==> config.mk <==
export PLATFORM = sky130hd
export DESIGN_NAME = idlctl_top
export DESIGN_NICKNAME = d
export VERILOG_FILES = /design/src/common/idlctl_pkg.sv /design/src/hdl/idlctl_top.sv
export SDC_FILE = /design/constraint.sdc
export NUM_CORES = 1
export LEC_CHECK = 0
export BUFFER_PORTS_ARGS = -buffer_cell sky130_fd_sc_hd__buf_2
export CAP_MARGIN = 25
export CORE_UTILIZATION = 45
export CTS_CLUSTER_SIZE = 24
export DETAILED_ROUTE_END_ITERATION = 16
export PLACE_DENSITY = 0.88
export SYNTH_ARGS = -nofsm -noshare
export SYNTH_HDL_FRONTEND = slang
export SYNTH_SLANG_ARGS = --single-unit
==> constraint.sdc <==
create_clock -name REF_CLK -period 1.92 [get_ports REF_CLK]
set_input_delay 0.384 -clock REF_CLK [delete_from_list [all_inputs] [get_ports REF_CLK]]
set_output_delay 0.384 -clock REF_CLK [all_outputs]
set_load 0.02 [all_outputs]
==> src/common/idlctl_pkg.sv <==
// Notes on behaviour
// - Bit 7 set at sleep instruction shuts off the DMA/host port.
// - Bit 6 chooses whether the I/O-memory port stays active or sleeps.
// - Bit 5 chooses whether the external memory interface stays active or sleeps.
// - Bits 4 and 9 both set at sleep, with every companion bit set, stop the clock generator.
// - Bits 4 and 9 both clear keep the clock generator running.
// - Bit 4 set with bit 9 clear at sleep raises bus error.
// - Stopping the clock generator stops the system clock, deepest power state.
// - Bit 4 set with any companion bit clear at sleep raises bus error.
// - Bit 9 is the extended clock sleep bit, read/write, reset 0.
// - Bit 7 controls the DMA and host-port transaction port.
// - Bit 8 controls the instruction-fetch port for cache transactions.
// - Bit 0 controls the CPU domain across a sleep instruction.
package idlctl_pkg;
    // Register byte offsets on APB
    localparam logic [7:0]  IDLCTL_CFG_OFF    = 8'h00;
    localparam logic [7:0]  IDLCTL_STATE_OFF  = 8'h04;
    localparam logic [7:0]  IDLCTL_EVT_OFF    = 8'h08;
    localparam logic [7:0]  IDLCTL_MASK_OFF   = 8'h0C;
    localparam logic [7:0]  IDLCTL_WAKE_OFF   = 8'h10;
    // Bit positions of the configuration word
    localparam int IDLCTL_CPU_BIT   = 0;
    localparam int IDLCTL_MPI_BIT   = 1;
    localparam int IDLCTL_INSTRUCTION_CACHE_BIT = 2;
    localparam int IDLCTL_PER_BIT   = 3;
    localparam int IDLCTL_CLK_BIT   = 4;
    localparam int IDLCTL_EXTERNAL_MEMORY_INTERFACE_BIT  = 5;
    localparam int IDLCTL_IO_MEMORY_PORT_BIT = 6;
    localparam int IDLCTL_DMA_HOST_PORT_BIT = 7;
    localparam int IDLCTL_INSTR_FETCH_PORT_BIT = 8;
    localparam int IDLCTL_CLKE_BIT  = 9;
    // Reset values and writable bits
    localparam logic [15:0] IDLCTL_CFG_RST   = 16'h0000;
    localparam logic [15:0] IDLCTL_CFG_WMASK = 16'h03FF;
    localparam logic [1:0]  IDLCTL_EVT_RST   = 2'h0;
    // Companion bits that must be set for clock idle
    localparam logic [15:0] IDLCTL_CLK_REQ   = 16'h03E7;
    // Event bits
    localparam int IDLCTL_EV_BUSERR = 0;
    localparam int IDLCTL_EV_SLEEP  = 1;
    // Per-domain shut-off outputs
    typedef struct packed {
        logic clock_gen;
        logic instr_fetch_port;
        logic dma_host_port;
        logic io_memory_port;
        logic external_memory_interface;
        logic peripherals;
        logic instruction_cache;
        logic master_periph;
        logic processor;
    } idlctl_domains_t;
endpackage

==> src/hdl/idlctl_top.sv <==
// The implementer's own choices: the APB slave port and the placing of the registers.
`timescale 1ns/1ps
module idlctl_top
    import idlctl_pkg::*;
(
    // Clock and reset
    input  wire logic        REF_CLK,
    input  wire logic        RST,
    // APB slave
    input  wire logic        PSEL,
    input  wire logic        PENABLE,
    input  wire logic        PWRITE,
    input  wire logic [7:0]  PADDR,
    input  wire logic [31:0] PWDATA,
    output logic      [31:0] PRDATA,
    output logic             PREADY,
    output logic             PSLVERR,
    // CPU sleep instruction strobe
    input  wire logic        SLEEP_EXEC,
    // Domain shut-off levels
    output idlctl_domains_t  DOMAIN_OFF,
    // Interrupts
    output logic             BUS_ERR_IRQ,
    output logic             IRQ
);
    logic [15:0]     cfg;
    logic [1:0]      evt;
    logic [1:0]      mask;
    idlctl_domains_t off;
    logic [31:0]     rdata;

    // APB decode
    wire acc       = PSEL && PENABLE;
    wire wr        = acc && PWRITE;
    wire hit_cfg   = PADDR == IDLCTL_CFG_OFF;
    wire hit_state = PADDR == IDLCTL_STATE_OFF;
    wire hit_evt   = PADDR == IDLCTL_EVT_OFF;
    wire hit_mask  = PADDR == IDLCTL_MASK_OFF;
    wire hit_wake  = PADDR == IDLCTL_WAKE_OFF;
    wire mapped    = hit_cfg | hit_state | hit_evt | hit_mask | hit_wake;

    // Clock idle validity checks
    wire clk_req  = cfg[IDLCTL_CLK_BIT];
    wire clke_ok  = cfg[IDLCTL_CLKE_BIT];
    wire comp_ok  = (cfg & IDLCTL_CLK_REQ) == IDLCTL_CLK_REQ;
    wire bad_idle = SLEEP_EXEC && clk_req && !(clke_ok && comp_ok);
    wire good     = SLEEP_EXEC && !bad_idle;
    wire clk_stop = clk_req && clke_ok;

    // Domain states captured at the sleep instruction
    idlctl_domains_t next_off;
    assign next_off = '{
        clock_gen:                 clk_stop,
        instr_fetch_port:          cfg[IDLCTL_INSTR_FETCH_PORT_BIT],
        dma_host_port:             cfg[IDLCTL_DMA_HOST_PORT_BIT],
        io_memory_port:            cfg[IDLCTL_IO_MEMORY_PORT_BIT],
        external_memory_interface: cfg[IDLCTL_EXTERNAL_MEMORY_INTERFACE_BIT],
        peripherals:               cfg[IDLCTL_PER_BIT],
        instruction_cache:         cfg[IDLCTL_INSTRUCTION_CACHE_BIT],
        master_periph:             cfg[IDLCTL_MPI_BIT],
        processor:                 cfg[IDLCTL_CPU_BIT]
    };

    // Event set bits; set wins over write-one clear
    wire [1:0] ev_set = {good, bad_idle};
    wire [1:0] ev_clr = (wr && hit_evt) ? PWDATA[1:0] : 2'h0;

    // Read mux
    assign rdata = hit_cfg   ? {16'h0000, cfg} :
                   hit_state ? {23'h00_0000, off} :
                   hit_evt   ? {30'h0000_0000, evt} :
                   hit_mask  ? {30'h0000_0000, mask} : 32'h0000_0000;

    // Configuration register
    always_ff @(posedge REF_CLK or posedge RST) begin
        if (RST) begin
            cfg <= IDLCTL_CFG_RST;
        end else if (wr && hit_cfg) begin
            cfg <= PWDATA[15:0] & IDLCTL_CFG_WMASK;
        end
    end

    // Domain state changes only on a sleep instruction or wake write
    always_ff @(posedge REF_CLK or posedge RST) begin
        if (RST) begin
            off <= '0;
        end else if (good) begin
            off <= next_off;
        end else if (wr && hit_wake && PWDATA[0]) begin
            off <= '0;
        end
    end

    // Sticky events and mask
    always_ff @(posedge REF_CLK or posedge RST) begin
        if (RST) begin
            evt  <= IDLCTL_EVT_RST;
            mask <= IDLCTL_EVT_RST;
        end else begin
            evt <= (evt & ~ev_clr) | ev_set;
            if (wr && hit_mask) begin
                mask <= PWDATA[1:0];
            end
        end
    end

    // Read data register
    always_ff @(posedge REF_CLK or posedge RST) begin
        if (RST) begin
            PRDATA <= 32'h0000_0000;
        end else if (PSEL && !PENABLE && !PWRITE) begin
            PRDATA <= rdata;
        end
    end

    assign PREADY      = 1'b1;
    assign PSLVERR     = acc && !mapped;
    assign DOMAIN_OFF  = off;
    assign BUS_ERR_IRQ = evt[IDLCTL_EV_BUSERR] && mask[IDLCTL_EV_BUSERR];
    assign IRQ         = |(evt & mask);

    // Checks on the sleep capture, event logic and register port.
    // All of them run on the one clock and stay quiet during reset.

    // An invalid clock idle always leaves a bus error behind
    chk_bad_sets_err: assert property (
        @(posedge REF_CLK) disable iff (RST)
        bad_idle |=> evt[IDLCTL_EV_BUSERR])
        else $error("bus error event missing");

    // An invalid clock idle must not move any domain
    chk_bad_keeps_dom: assert property (
        @(posedge REF_CLK) disable iff (RST)
        bad_idle |=> $stable(off))
        else $error("bad idle changed domains");

    // Without a sleep or a wake write the domains hold
    chk_no_sleep_hold: assert property (
        @(posedge REF_CLK) disable iff (RST)
        (!SLEEP_EXEC && !(wr && hit_wake)) |=> $stable(off))
        else $error("domains moved without sleep");

    // Clock off implies the cpu and dma port are off too
    chk_clk_pair: assert property (
        @(posedge REF_CLK) disable iff (RST)
        off.clock_gen |-> off.processor && off.dma_host_port)
        else $error("clock off without companions");

    // Clock bit clear keeps the generator running
    chk_clk_run: assert property (
        @(posedge REF_CLK) disable iff (RST)
        (good && !clk_req) |=> !off.clock_gen)
        else $error("clock stopped with bits clear");

    // Extended clock bit clear also keeps it running
    chk_clk_run_ext: assert property (
        @(posedge REF_CLK) disable iff (RST)
        (good && !clke_ok) |=> !off.clock_gen)
        else $error("clock stopped without extended bit");

    // Both clock bits set on a valid sleep stop the clock
    chk_clk_stop_ok: assert property (
        @(posedge REF_CLK) disable iff (RST)
        (good && clk_stop) |=> off.clock_gen)
        else $error("clock generator not stopped");

    // A stopped clock has the other five companion domains off
    chk_clk_full_set: assert property (
        @(posedge REF_CLK) disable iff (RST)
        off.clock_gen |-> off.instr_fetch_port && off.io_memory_port
            && off.external_memory_interface && off.instruction_cache
            && off.master_periph)
        else $error("clock off with a companion awake");

    // Clock bit without extended bit raises the error
    chk_clke_miss_err: assert property (
        @(posedge REF_CLK) disable iff (RST)
        (SLEEP_EXEC && clk_req && !clke_ok) |=> evt[IDLCTL_EV_BUSERR])
        else $error("missing extended bit not flagged");

    // Clock bit with a companion clear raises the error
    chk_comp_miss_err: assert property (
        @(posedge REF_CLK) disable iff (RST)
        (SLEEP_EXEC && clk_req && !comp_ok) |=> evt[IDLCTL_EV_BUSERR])
        else $error("missing companion not flagged");

    // Dma and host port follows its sleep bit
    chk_dma_host_port_cap: assert property (
        @(posedge REF_CLK) disable iff (RST)
        good |=> off.dma_host_port == $past(cfg[IDLCTL_DMA_HOST_PORT_BIT]))
        else $error("dma host port state wrong");

    // Io memory port follows its sleep bit
    chk_io_memory_port_cap: assert property (
        @(posedge REF_CLK) disable iff (RST)
        good |=> off.io_memory_port == $past(cfg[IDLCTL_IO_MEMORY_PORT_BIT]))
        else $error("io memory port state wrong");

    // External memory interface follows its sleep bit
    chk_external_memory_interface_cap: assert property (
        @(posedge REF_CLK) disable iff (RST)
        good |=> off.external_memory_interface
                 == $past(cfg[IDLCTL_EXTERNAL_MEMORY_INTERFACE_BIT]))
        else $error("memory interface state wrong");

    // Fetch port and cpu follow their sleep bits
    chk_instr_fetch_port_cpu: assert property (
        @(posedge REF_CLK) disable iff (RST)
        good |=> off.instr_fetch_port == $past(cfg[IDLCTL_INSTR_FETCH_PORT_BIT])
              && off.processor == $past(cfg[IDLCTL_CPU_BIT]))
        else $error("fetch port or cpu state wrong");

    // Master peripheral, cache and peripherals follow their bits
    chk_misc_cap: assert property (
        @(posedge REF_CLK) disable iff (RST)
        good |=> off.master_periph == $past(cfg[IDLCTL_MPI_BIT])
              && off.instruction_cache == $past(cfg[IDLCTL_INSTRUCTION_CACHE_BIT])
              && off.peripherals == $past(cfg[IDLCTL_PER_BIT]))
        else $error("minor domain state wrong");

    // A valid sleep records the sleep event
    chk_sleep_event: assert property (
        @(posedge REF_CLK) disable iff (RST)
        good |=> evt[IDLCTL_EV_SLEEP])
        else $error("sleep event missing");

    // Wake write without a sleep clears every domain
    chk_wake_clears: assert property (
        @(posedge REF_CLK) disable iff (RST)
        (wr && hit_wake && PWDATA[0] && !good) |=> (off == '0))
        else $error("wake write left a domain off");

    // Configuration write stores the writable bits only
    chk_cfg_write: assert property (
        @(posedge REF_CLK) disable iff (RST)
        (wr && hit_cfg) |=>
            (cfg == ($past(PWDATA[15:0]) & IDLCTL_CFG_WMASK)))
        else $error("configuration write wrong");

    // Configuration holds when it is not written
    chk_cfg_hold: assert property (
        @(posedge REF_CLK) disable iff (RST)
        !(wr && hit_cfg) |=> $stable(cfg))
        else $error("configuration changed unwritten");

    // Mask holds when it is not written
    chk_mask_hold: assert property (
        @(posedge REF_CLK) disable iff (RST)
        !(wr && hit_mask) |=> $stable(mask))
        else $error("mask changed unwritten");

    // Write one clears the bus error unless a new one comes
    chk_evt_clear: assert property (
        @(posedge REF_CLK) disable iff (RST)
        (wr && hit_evt && PWDATA[0] && !bad_idle)
            |=> !evt[IDLCTL_EV_BUSERR])
        else $error("bus error event not cleared");

    // Read data is loaded in the setup cycle of a read
    chk_read_load: assert property (
        @(posedge REF_CLK) disable iff (RST)
        (PSEL && !PENABLE && !PWRITE) |=> (PRDATA == $past(rdata)))
        else $error("read data not loaded");

    // Zero wait states on the register port
    chk_ready_high: assert property (
        @(posedge REF_CLK) disable iff (RST)
        acc |-> PREADY)
        else $error("ready low in access phase");

    // Unmapped access answers with an error
    chk_slverr_map: assert property (
        @(posedge REF_CLK) disable iff (RST)
        acc |-> (PSLVERR == !mapped))
        else $error("slave error wrong");

    // Unmasked bus error event drives the interrupt
    chk_irq_level: assert property (
        @(posedge REF_CLK) disable iff (RST)
        (evt[0] && mask[0]) |-> IRQ)
        else $error("interrupt not raised");

    // No unmasked event leaves the interrupt low
    chk_irq_low: assert property (
        @(posedge REF_CLK) disable iff (RST)
        !(|(evt & mask)) |-> !IRQ)
        else $error("interrupt raised without event");

    // Bus error interrupt is part of the summary line
    chk_berr_irq: assert property (
        @(posedge REF_CLK) disable iff (RST)
        BUS_ERR_IRQ |-> IRQ)
        else $error("bus error not on summary");
endmodule

* Word-level counts from Yosys, hierarchy flattened
Cells that the tools add are included.
** Word-level totals
- Bits in registers :: 55
- Logic and storage cells :: 57
** Operators by class
- Multiplexer cells :: 7
- Bitwise logic cells :: 8
- Reduce and logical (&&, ||, !) cells :: 24
- Eq/ne operators :: 5
** Operators by type and width (count)
- 9-bit two-way mux :: 3
- 8-bit by 4-bit equality test with 1-bit output (second input constant) :: 2
- 1-bit logical AND :: 16
- 10-bit two-way mux :: 1
- 8-bit by 3-bit equality test with 1-bit output (second input constant) :: 1
- 8-bit by 5-bit equality test with 1-bit output (second input constant) :: 1
- 8-bit equality test (second input constant) :: 1
- 8-bit logical NOT :: 1
- 2-bit two-way mux :: 3
- 1-bit logical NOT :: 5
- 2-bit AND :: 2
- 1-bit bitwise OR :: 4
- 2-bit inverter :: 1
- 2-bit bitwise OR :: 1
- 2-bit nonzero test :: 1
- 2-bit OR reduction :: 1

* Longest topological paths before layout
Gate-level depths: netlist (run 1).
- Word-level depth :: 7
- Gate-level depth with buffers :: 6
- Mapped depth without buffers :: 4

* Worst setup path after synthesis (run 1)
No wires, ideal clock.
- Path kind :: input to register
- Start point :: in PADDR[5]
- End point :: reg off, in the netlist DOMAIN_OFF[0]
- Setup slack :: -20 ps
- Data arrival time :: 1820 ps
- Cell stages on the path :: 4
- Setup time :: 120 ps
- Data required time :: 1800 ps
- Cell sequence :: or4_4 or4_1 buf_2 a31o_2
** On the way
- Cells in the longest elaborated chain, start to end :: 4
** Ends and longest elaborated chain
- from (decl) :: RTL line idlctl_top.sv:13 : input wire logic [7:0] PADDR,
- 8-bit by 5-bit equality test with 1-bit output :: RTL line idlctl_top.sv:39 : wire hit_wake = PADDR == IDLCTL_WAKE_OFF;
- 1-bit logical AND (2 in a row) :: RTL line idlctl_top.sv:89 : end else if (wr && hit_wake && PWDATA[0]) begin
- 2-bit nonzero test (no line)
- to (signal assigned) :: RTL line idlctl_top.sv:88 : off <= next_off;
- to (decl) :: RTL line idlctl_top.sv:29 : idlctl_domains_t off;
Every way passes these cells.
A chain may end at the register's enable or synchronous reset.

* Final worst setup path (run 1)
- Start point :: in PADDR[5]
- End point :: reg evt[1]
** On the way
- Cells in the longest elaborated chain, start to end :: 6
** Ends and longest elaborated chain
- 8-bit by 4-bit equality test with 1-bit output :: RTL line idlctl_top.sv:37 : wire hit_evt = PADDR == IDLCTL_EVT_OFF;
- 1-bit logical AND :: RTL line idlctl_top.sv:66 : wire [1:0] ev_clr = (wr && hit_evt) ? PWDATA[1:0] : 2'h0;
- 2-bit two-way mux :: RTL line idlctl_top.sv:66
- 2-bit inverter :: RTL line idlctl_top.sv:100 : evt <= (evt & ~ev_clr) | ev_set;
- 2-bit AND :: RTL line idlctl_top.sv:100
- 2-bit bitwise OR :: RTL line idlctl_top.sv:100
- to (signal assigned) :: RTL line idlctl_top.sv:100
- to (decl) :: RTL line idlctl_top.sv:27 : logic [1:0] evt;
Every way passes these cells.

==> results.md, run 1 <==
- Distinct cells, synth: 33
- Yosys top cell area share: 0.476
- DR vias: 1302
- Netlist Area Pre-Place: 0.00173 mm^2
- ANT nets after route: 0
- Initial DRC count: 60
- CTS tree: done
- Initial antenna violation count: 0
- Register clock-pin slew on the reported worst setup and hold paths: 0.06 ns
- Synth warnings: 0
- Share of cells above drive strength 1: 0.429
- # DRC: 0
- Worst path cell trace: buf_2, or4_4, or3_4, o41ai_1, nand2_1
- Post CTS Setup Buffer Count: 0
- Syn Area/Cell: 11.3 um^2
- Post-CTS Hold Buffers: 0
- CP delay by family, top: simple AND/OR/NAND/NOR gates
- Status: finished, final reports clean
- Max-slew violation count: 0
- Antenna Diode Count: 0
- Die area: 0.00411 mm^2
- Crit-path slowest cell: or4_4
- Die width: 64.1 um
- Initial Utilization: 0.470
- VDD IR-drop max: 0.000429 V
- Top post-synthesis cells by area: dfrtp_1 (48%), buf_4 (10%), mux2_2 (7.8%)
- Gpl congestion: 0.817
- Root buf cell: clkbuf_8
- Max_cap viols: 0
- CTS H-tree lvls: 2
- Leakage: 1.15 nW
- Final wirelength: 3430 um
- IO Pins: 91
- Fin cells: 253
- # nets final: 250
- CP max FO: 4
- Critical path type: primary input to register
- Clock skew: 0.00302 ns
- RSZ-0062 raised after global routing: no
- Cell area power density: 725 mW/mm^2
- CP required: 2.07 ns
- Syn Inst Count: 154
- Crit path arrival time: 1.91 ns
- Cell taking the most area after synthesis: dfrtp_1
- Largest net degree at the start of global routing: 34
- Min Tclk post-route: 1.76 ns
- Setup violators final: 0
- Slack of the worst reg-to-reg path: 0.46 ns
- Skew-Pair Late Insertion Delay: 0.28 ns
- CTS Buf Count: 5
- Resized Gates After CTS: 0
- Worst Reg-to-Reg Cells: 4
- Worst Hold Class: primary input to async pin
- Register area share after synthesis: 0.476
- P&R area growth vs syn: 20.4%
- Setup TNS: 0 ns
- Half-perimeter wire length after placement: 2620 um
- FF-to-FF End: DOMAIN_OFF[4]$_DFFE_PP0P_
- GRT overflow: 0
- WP buf/inv: 1
- CP max stage delay: 0.55 ns
- Yosys reg bits: 33
- Hold Worst Slack: 0.174 ns
- Avg Vias per Cell: 5.15
- Startpoint Class: primary input
- Routed WL per cell: 13.6 um
- Clk sinks: 33
- F_max: 570 MHz
- First-pass GRT wire length: 5850 um
- Die Y: 64.1 um
- Detailed Routing Iterations Pass 1: 4
- Setup crit end kind: register
- Maximum root-to-sink buffer count: 2
- RR Startpoint: cfg[9]$_DFFE_PP0P_
- Fin crit share: 0.914
- PortBufs: 45
- Vias in the first global route: 1282
- Inst Count DP: 245
- Final Hold Viols: 0
- Final Util: 0.566
- Core Footprint: 0.00369 mm^2
- Overall Global Routing Usage: 0.188
- FP Rows: 22
Yosys cell counts:
| library cell | n |
|---|---|
| nand3_1 | 4 |
| a31o_2 | 7 |
| inv_1 | 3 |
| o211ai_1 | 1 |
| mux2_2 | 12 |
| clkbuf_1 | 4 |
| a31o_1 | 1 |
| or4bb_1 | 1 |
| nand3_2 | 1 |
| mux4_2 | 2 |
| a221o_1 | 7 |
| or3b_2 | 1 |
| a21o_1 | 1 |
| and2_0 | 7 |
| or3_4 | 1 |
| nor2_1 | 3 |
| dfrtp_1 | 33 |
| or4_4 | 1 |
| conb_1 | 2 |
| buf_2 | 3 |
| buf_4 | 23 |
| nand2_1 | 10 |
| or4_1 | 1 |
| o41ai_1 | 2 |
| and2_1 | 1 |
| a22o_1 | 1 |
| nor4_4 | 1 |
| a21oi_1 | 1 |
| and3_1 | 10 |
| nor3_2 | 1 |
| nand4_1 | 4 |
| o21ai_0 | 3 |
| nor3b_1 | 1 |
stage by stage:
step	total power, W	instance area (um^2)	setup slack, ns
2_1_floorplan	0.000851	1830	-0.0126
3_3_place_gp	0.000860	1960	-0.111
3_5_place_dp	0.000864	1960	-0.158
4_1_cts	0.00153	2080	0.151
5_1_grt	0.00158	2090	0.0928
6_report	0.00151	2090	0.164
state kept, by name, summed over array words and instances (netlist names):
register / flops
mask: 2
evt: 2
cfg: 10
DOMAIN_OFF: 9
PRDATA: 10
how the worst max path moves through the flow:
stage	start	to	slack (ns)	cells after the start
floorplan	PADDR[5]	DOMAIN_OFF[0]$_DFFE_PP0P_	-0.01	4
global placement	PADDR[5]	DOMAIN_OFF[0]$_DFFE_PP0P_	-0.11	4
detailed placement	PADDR[5]	evt[0]$_DFF_PP0_	-0.16	5
CTS	PADDR[5]	evt[0]$_DFF_PP0_	0.15	5
global route	PADDR[5]	evt[0]$_DFF_PP0_	0.09	5
finish	PADDR[5]	evt[1]$_DFF_PP0_	0.16	5
logic make-up after synthesis:
group	after synthesis	synth area share
AND/OR/NAND/NOR	48	0.176
flip-flops	33	0.476
AO/OA/AOI/OAI	24	0.116
buffers and inverters	33	0.123
other	2	0.00433
multiplexers	14	0.104
power breakdown:
| group | internal (W) | switching, W |
|---|---|---|
| clock | 0.000423 | 0.000239 |
| sequential | 0.000703 | 0.00000739 |
| combinational | 0.0000426 | 0.0000986 |
| total | 0.00117 | 0.000345 |
cell type report:
| cell class | count | area (um^2) |
|---|---|---|
| Clock buffer | 7 | 86.3 |
| Clock inverter | 1 | 30.0 |
| Sequential cell | 33 | 826 |
| Timing Repair Buffer | 52 | 290 |
| Fill cell | 340 | 1600 |
| Tap cell | 48 | 60.1 |
| Inverter | 3 | 11.3 |
| Multi-Input combinational cell | 109 | 785 |
metal layers:
| layer | vias to the layer above | part of all wire | GRT usage |
|---|---|---|---|
| li1 | 616 | - | - |
| met1 | 635 | 0.42 | 0.227 |
| met2 | 47 | 0.50 | 0.311 |
| met3 | 4 | 0.071 | 0.0661 |
| met4 | 0 | 0.0093 | 0.0597 |
| met5 | - | 0 | 0 |
worst register-to-register path: cells and delay by family (launching register included):
kind,cells,cell delay (ns)
AOI/OAI and AO/OA,2,0.55
DFF,1,0.42
and+or+nand+nor,2,0.38
placed cells by master, fill, tap and decap left out, types with 3 or more instances in the layout:
cell type   n
and3_1     10
a221o_1     7
conb_1     23
nor2_1      3
dfrtp_1    33
nand2_1    10
a31o_2      7
o21ai_0     3
mux2_2     12
buf_2      45
clkbuf_8    6
inv_1       3
nand4_1     4
nand3_1     4
buf_4       6
and2_0      7
No activity file was read; power rests on OpenSTA's default activity.
==> inputs of run 2 (changes only) <==
--- a/config.mk
+++ b/config.mk
@@ -10,7 +10,7 @@
 export CORE_UTILIZATION = 45
 export CTS_CLUSTER_SIZE = 24
 export DETAILED_ROUTE_END_ITERATION = 16
-export PLACE_DENSITY = 0.88
+export PLACE_DENSITY = 0.8
 export SYNTH_ARGS = -nofsm -noshare
 export SYNTH_HDL_FRONTEND = slang
 export SYNTH_SLANG_ARGS = --single-unit
==> run 2 against run 1 <==
Compared with the run above: sequential share of layout area up 0.58 points; flip-flop and latch count unchanged; final cell count unchanged; sequential power hardly changed; combinational power about the same; fmax shrank 0.17%.
==> results.md, run 2 (synthesis results as in run 1) <==
- First-pass GRT wire length: 5850 um
- Share of cells above drive strength 1: 0.424
- Setup ws final: 0.161 ns
- Most frequent cells in the layout: buf_2 (45), dfrtp_1 (33), conb_1 (23)
- Routed WL per cell: 13.5 um
- CP delay by family, top: simple AND/OR/NAND/NOR gates
- Worst path cell trace: buf_2, or4_4, or3_4, o41ai_1, o21ai_0
- CP max stage delay: 0.55 ns
- Gpl congestion: 0.865
- # DRC: 0
- Initial antenna violation count: 0
- GRT overflow: 0
- Initial Utilization: 0.470
- Core Footprint: 0.00369 mm^2
- Half-perimeter wire length after placement: 2570 um
- Crit path depth: 5
- Avg Vias per Cell: 5.11
- Setup violators final: 0
- Post-CTS Hold Buffers: 0
- Worst Hold Class: primary input to async pin
- Maximum root-to-sink buffer count: 2
- Overall Global Routing Usage: 0.191
- Worst Reg-to-Reg Cells: 4
- Fillcell total: 333
- Max-slew violation count: 0
- Total power: 0.00137 W
- Die Y: 64.1 um
- WP buf/inv: 1
- Crit-path slowest cell: or4_4
- RSZ-0062 raised after global routing: no
- Detailed Routing Iterations Pass 1: 4
- Clk sinks: 33
- Status: finished, final reports clean
- Antenna Diode Count: 0
- ANT nets after route: 0
- CTS Buf Count: 5
- P&R area growth vs syn: 18.7%
- Post CTS Setup Buffer Count: 0
- CP required: 2.07 ns
- CP max FO: 4
- Register clock-pin slew on the reported worst setup and hold paths: 0.06 ns
- Startpoint Class: primary input
- VDD IR-drop max: 0.000390 V
- Final wirelength: 3420 um
- CTS H-tree lvls: 2
- Cell area power density: 663 mW/mm^2
- Leakage: 1.14 nW
- Critical path type: primary input to register
- Inst Count DP: 246
- Die width: 64.1 um
- Dpl ws: -0.144 ns
- Resized Gates After CTS: 0
- Final Hold Viols: 0
- CTS tree: done
- FP Rows: 22
- Root buf cell: clkbuf_8
- Fin crit share: 0.916
- Initial DRC count: 38
- F_max: 569 MHz
- PortBufs: 45
- Fin cells: 253
- Max_cap viols: 0
- Clock skew: 0.00392 ns
- Hold Worst Slack: 0.174 ns
- Die area: 0.00411 mm^2
- Setup TNS: 0 ns
- DR vias: 1292
- Min Tclk post-route: 1.76 ns
- IO Pins: 91
- # nets final: 251
- Skew-Pair Late Insertion Delay: 0.28 ns
- Most common cell after layout, fill and taps aside: buf_2
- Setup crit end kind: register
- Largest net degree at the start of global routing: 34
- Crit path arrival time: 1.91 ns
- Vias in the first global route: 1186
## run 2: cell count changes in the layout (fill, tap and decap cells not counted), sizes merged
cell and delta:
buf +1, bufinv -1
## run 2: metrics by stage
step	utilization	instance area [um^2]
finish	0.558	2060
global route	0.558	2060
CTS	0.558	2060
detailed placement	0.535	1970
global placement	0.535	1970
floorplan	-	1830
## run 2: where the power goes
part	total, W	switching (W)	internal, W
logic	0.000141	0.0000979	0.0000434
registers	0.000710	0.00000703	0.000703
clock network	0.000514	0.000230	0.000284
## run 2: worst min-delay path, stage by stage
cell	delay [ns]
buf_2	0.09
inv_1	0.04
buf_4	0.36
## run 2: area by class of cell
cell class,instances,area (um^2),area share
clock buffers,7,86.3,0.0419
inverters,3,11.3,0.00547
multi-input cells,109,777,0.378
flip-flops and latches,33,826,0.401
well taps,48,60.1,0.0292
repair buffers,53,298,0.145
## run 2: worst paths after layout
path	start	to	slack, ns
worst min-delay path	RST	PRDATA[0]$_DFFE_PP0P_	0.17
worst min register to register	PRDATA[1]$_DFFE_PP0P_	PRDATA[1]$_DFFE_PP0P_	0.47
min in group REF_CLK	PWDATA[7]	cfg[7]$_DFFE_PP0P_	0.33
worst max-delay path	PADDR[5]	evt[0]$_DFF_PP0_	0.16
worst max register to register	cfg[9]$_DFFE_PP0P_	DOMAIN_OFF[1]$_DFFE_PP0P_	0.44
max in group asynchronous	RST	cfg[9]$_DFFE_PP0P_	1.46
## run 2: per-layer routing
metal / share of wire / track usage / routed length [um] / up-vias
met4: 0.017 / 0.0682 / 57 / 0
met2: 0.49 / 0.305 / 1690 / 37
met5: 0 / 0 / 0 / -
met1: 0.43 / 0.237 / 1470 / 630
li1: - / - / - / 617
met3: 0.058 / 0.0679 / 197 / 8
==> inputs of run 3 (changes only) <==
--- a/config.mk
+++ b/config.mk
@@ -10,7 +10,7 @@
 export CORE_UTILIZATION = 45
 export CTS_CLUSTER_SIZE = 24
 export DETAILED_ROUTE_END_ITERATION = 16
-export PLACE_DENSITY = 0.8
+export PLACE_DENSITY = 0.88
 export SYNTH_ARGS = -nofsm -noshare
 export SYNTH_HDL_FRONTEND = slang
 export SYNTH_SLANG_ARGS = --single-unit
==> constraint.sdc (replaced) <==
create_clock -name REF_CLK -period 1.67 [get_ports REF_CLK]
set_input_delay 0.334 -clock REF_CLK [delete_from_list [all_inputs] [get_ports REF_CLK]]
set_output_delay 0.334 -clock REF_CLK [all_outputs]
set_load 0.02 [all_outputs]
==> run 3 against run 2 <==
Compared with the run above: hold slack got worse by 0.051 ns; non-clock buffer count up 7; clock skew up 0.0010 ns.
==> results.md, run 3 (synthesis results as in run 1) <==
- CTS Buf Count: 5
- CTS tree: done
- Dpl ws: -0.323 ns
- Most common cell after layout, fill and taps aside: buf_2
- Die Y: 64.1 um
- Avg Vias per Cell: 5.16
- Initial antenna violation count: 0
- CP required: 1.84 ns
- RSZ-0062 raised after global routing: yes
- CTS H-tree lvls: 2
- Clock skew: 0.00496 ns
- Leakage: 1.21 nW
- Half-perimeter wire length after placement: 2770 um
- ANT nets after route: 0
- Setup violators final: 0
- Startpoint Class: primary input
- Cell area power density: 814 mW/mm^2
- Post CTS Setup Buffer Count: 0
- Clk sinks: 33
- Status: finished, final reports clean
- Setup crit end kind: register
- Share of cells above drive strength 1: 0.460
- Max-slew violation count: 0
- Worst Hold Class: primary input to async pin
- # nets final: 258
- Crit path arrival time: 1.82 ns
- CP max FO: 10
- DR vias: 1348
- Largest net degree at the start of global routing: 34
- Max_cap viols: 0
- Min Tclk post-route: 1.65 ns
- # DRC: 0
- Initial DRC count: 47
- Maximum root-to-sink buffer count: 2
- Register clock-pin slew on the reported worst setup and hold paths: 0.07 ns
- First-pass GRT wire length: 6110 um
- Skew-Pair Late Insertion Delay: 0.28 ns
- Most frequent cells in the layout: buf_2 (44), dfrtp_1 (33), conb_1 (23)
- Overall Global Routing Usage: 0.195
- Hold Worst Slack: 0.123 ns
- PortBufs: 45
- IO Pins: 91
- Gpl congestion: 0.854
- FP Rows: 22
- Root buf cell: clkbuf_8
- Setup ws final: 0.0216 ns
- VDD IR-drop max: 0.000462 V
- F_max: 607 MHz
- GRT overflow: 0
- Vias in the first global route: 1357
- Fin crit share: 0.987
- Critical path type: primary input to register
- Detailed Routing Iterations Pass 1: 4
- Die area: 0.00411 mm^2
- P&R area growth vs syn: 25.1%
- Final wirelength: 3740 um
- Initial Utilization: 0.470
- Core Footprint: 0.00369 mm^2
- Total power: 0.00177 W
- Routed WL per cell: 14.3 um
- Die width: 64.1 um
- Antenna Diode Count: 0
- Final Hold Viols: 0
[run 3: where the power goes]
group | switching, W | total [W] | internal [W]
Combinational | 0.000120 | 0.000183 | 0.0000625
Clock | 0.000280 | 0.000766 | 0.000486
Sequential | 0.00000960 | 0.000818 | 0.000808
[run 3: routing by layer]
layer / vias up / GRT usage / share of wire
met5: - / 0 / 0
met4: 0 / 0.0938 / 0.026
met3: 12 / 0.0625 / 0.059
met2: 55 / 0.313 / 0.50
met1: 649 / 0.238 / 0.42
li1: 632 / - / -
[run 3: final cells by class]
cell class | count | area (um^2)
tap | 48 | 60.1
fill | 315 | 1520
clock inverter | 1 | 30.0
sequential | 33 | 826
clock buffer | 7 | 86.3
inverter | 3 | 11.3
multi-input combinational | 109 | 812
timing repair buffer | 60 | 344
[run 3: metrics by stage]
| stage | utilization | instances | setup TNS, ns | cell area (um^2) |
|---|---|---|---|---|
| floorplan | - | 175 | -3.51 | 1830 |
| global placement | 0.545 | 253 | -7.82 | 2010 |
| detailed placement | 0.545 | 253 | -8.57 | 2010 |
| CTS | 0.579 | 261 | -0.0168 | 2140 |
| global route | 0.588 | 261 | -0.374 | 2170 |
| finish | 0.588 | 261 | 0 | 2170 |
[run 3: worst paths after layout]
kind,startpoint,to,slack (ns),depth (start not counted)
min in group REF_CLK,PWDATA[4],cfg[4]$_DFFE_PP0P_,0.27,2
setup / recovery,PADDR[3],DOMAIN_OFF[2]$_DFFE_PP0P_,0.02,4
hold / removal,RST,cfg[3]$_DFFE_PP0P_,0.12,3
setup reg to reg,cfg[2]$_DFFE_PP0P_,DOMAIN_OFF[2]$_DFFE_PP0P_,0.19,4
hold reg to reg,PRDATA[1]$_DFFE_PP0P_,PRDATA[1]$_DFFE_PP0P_,0.48,2
max in group asynchronous,RST,evt[1]$_DFF_PP0_,1.26,3
[run 3: what timing repair did]
action | 4_1_cts | 5_1_grt
pin swaps | 1 | 0
resized for setup | 1 | 5
setup endpoints to repair | 11 | 21
hold buffers | 0 | 0
[run 3: critical path, stage by stage]
cell     delay (ns)
buf_2          0.10
or4bb_1        0.50
or4_4          0.61
a31o_2         0.28
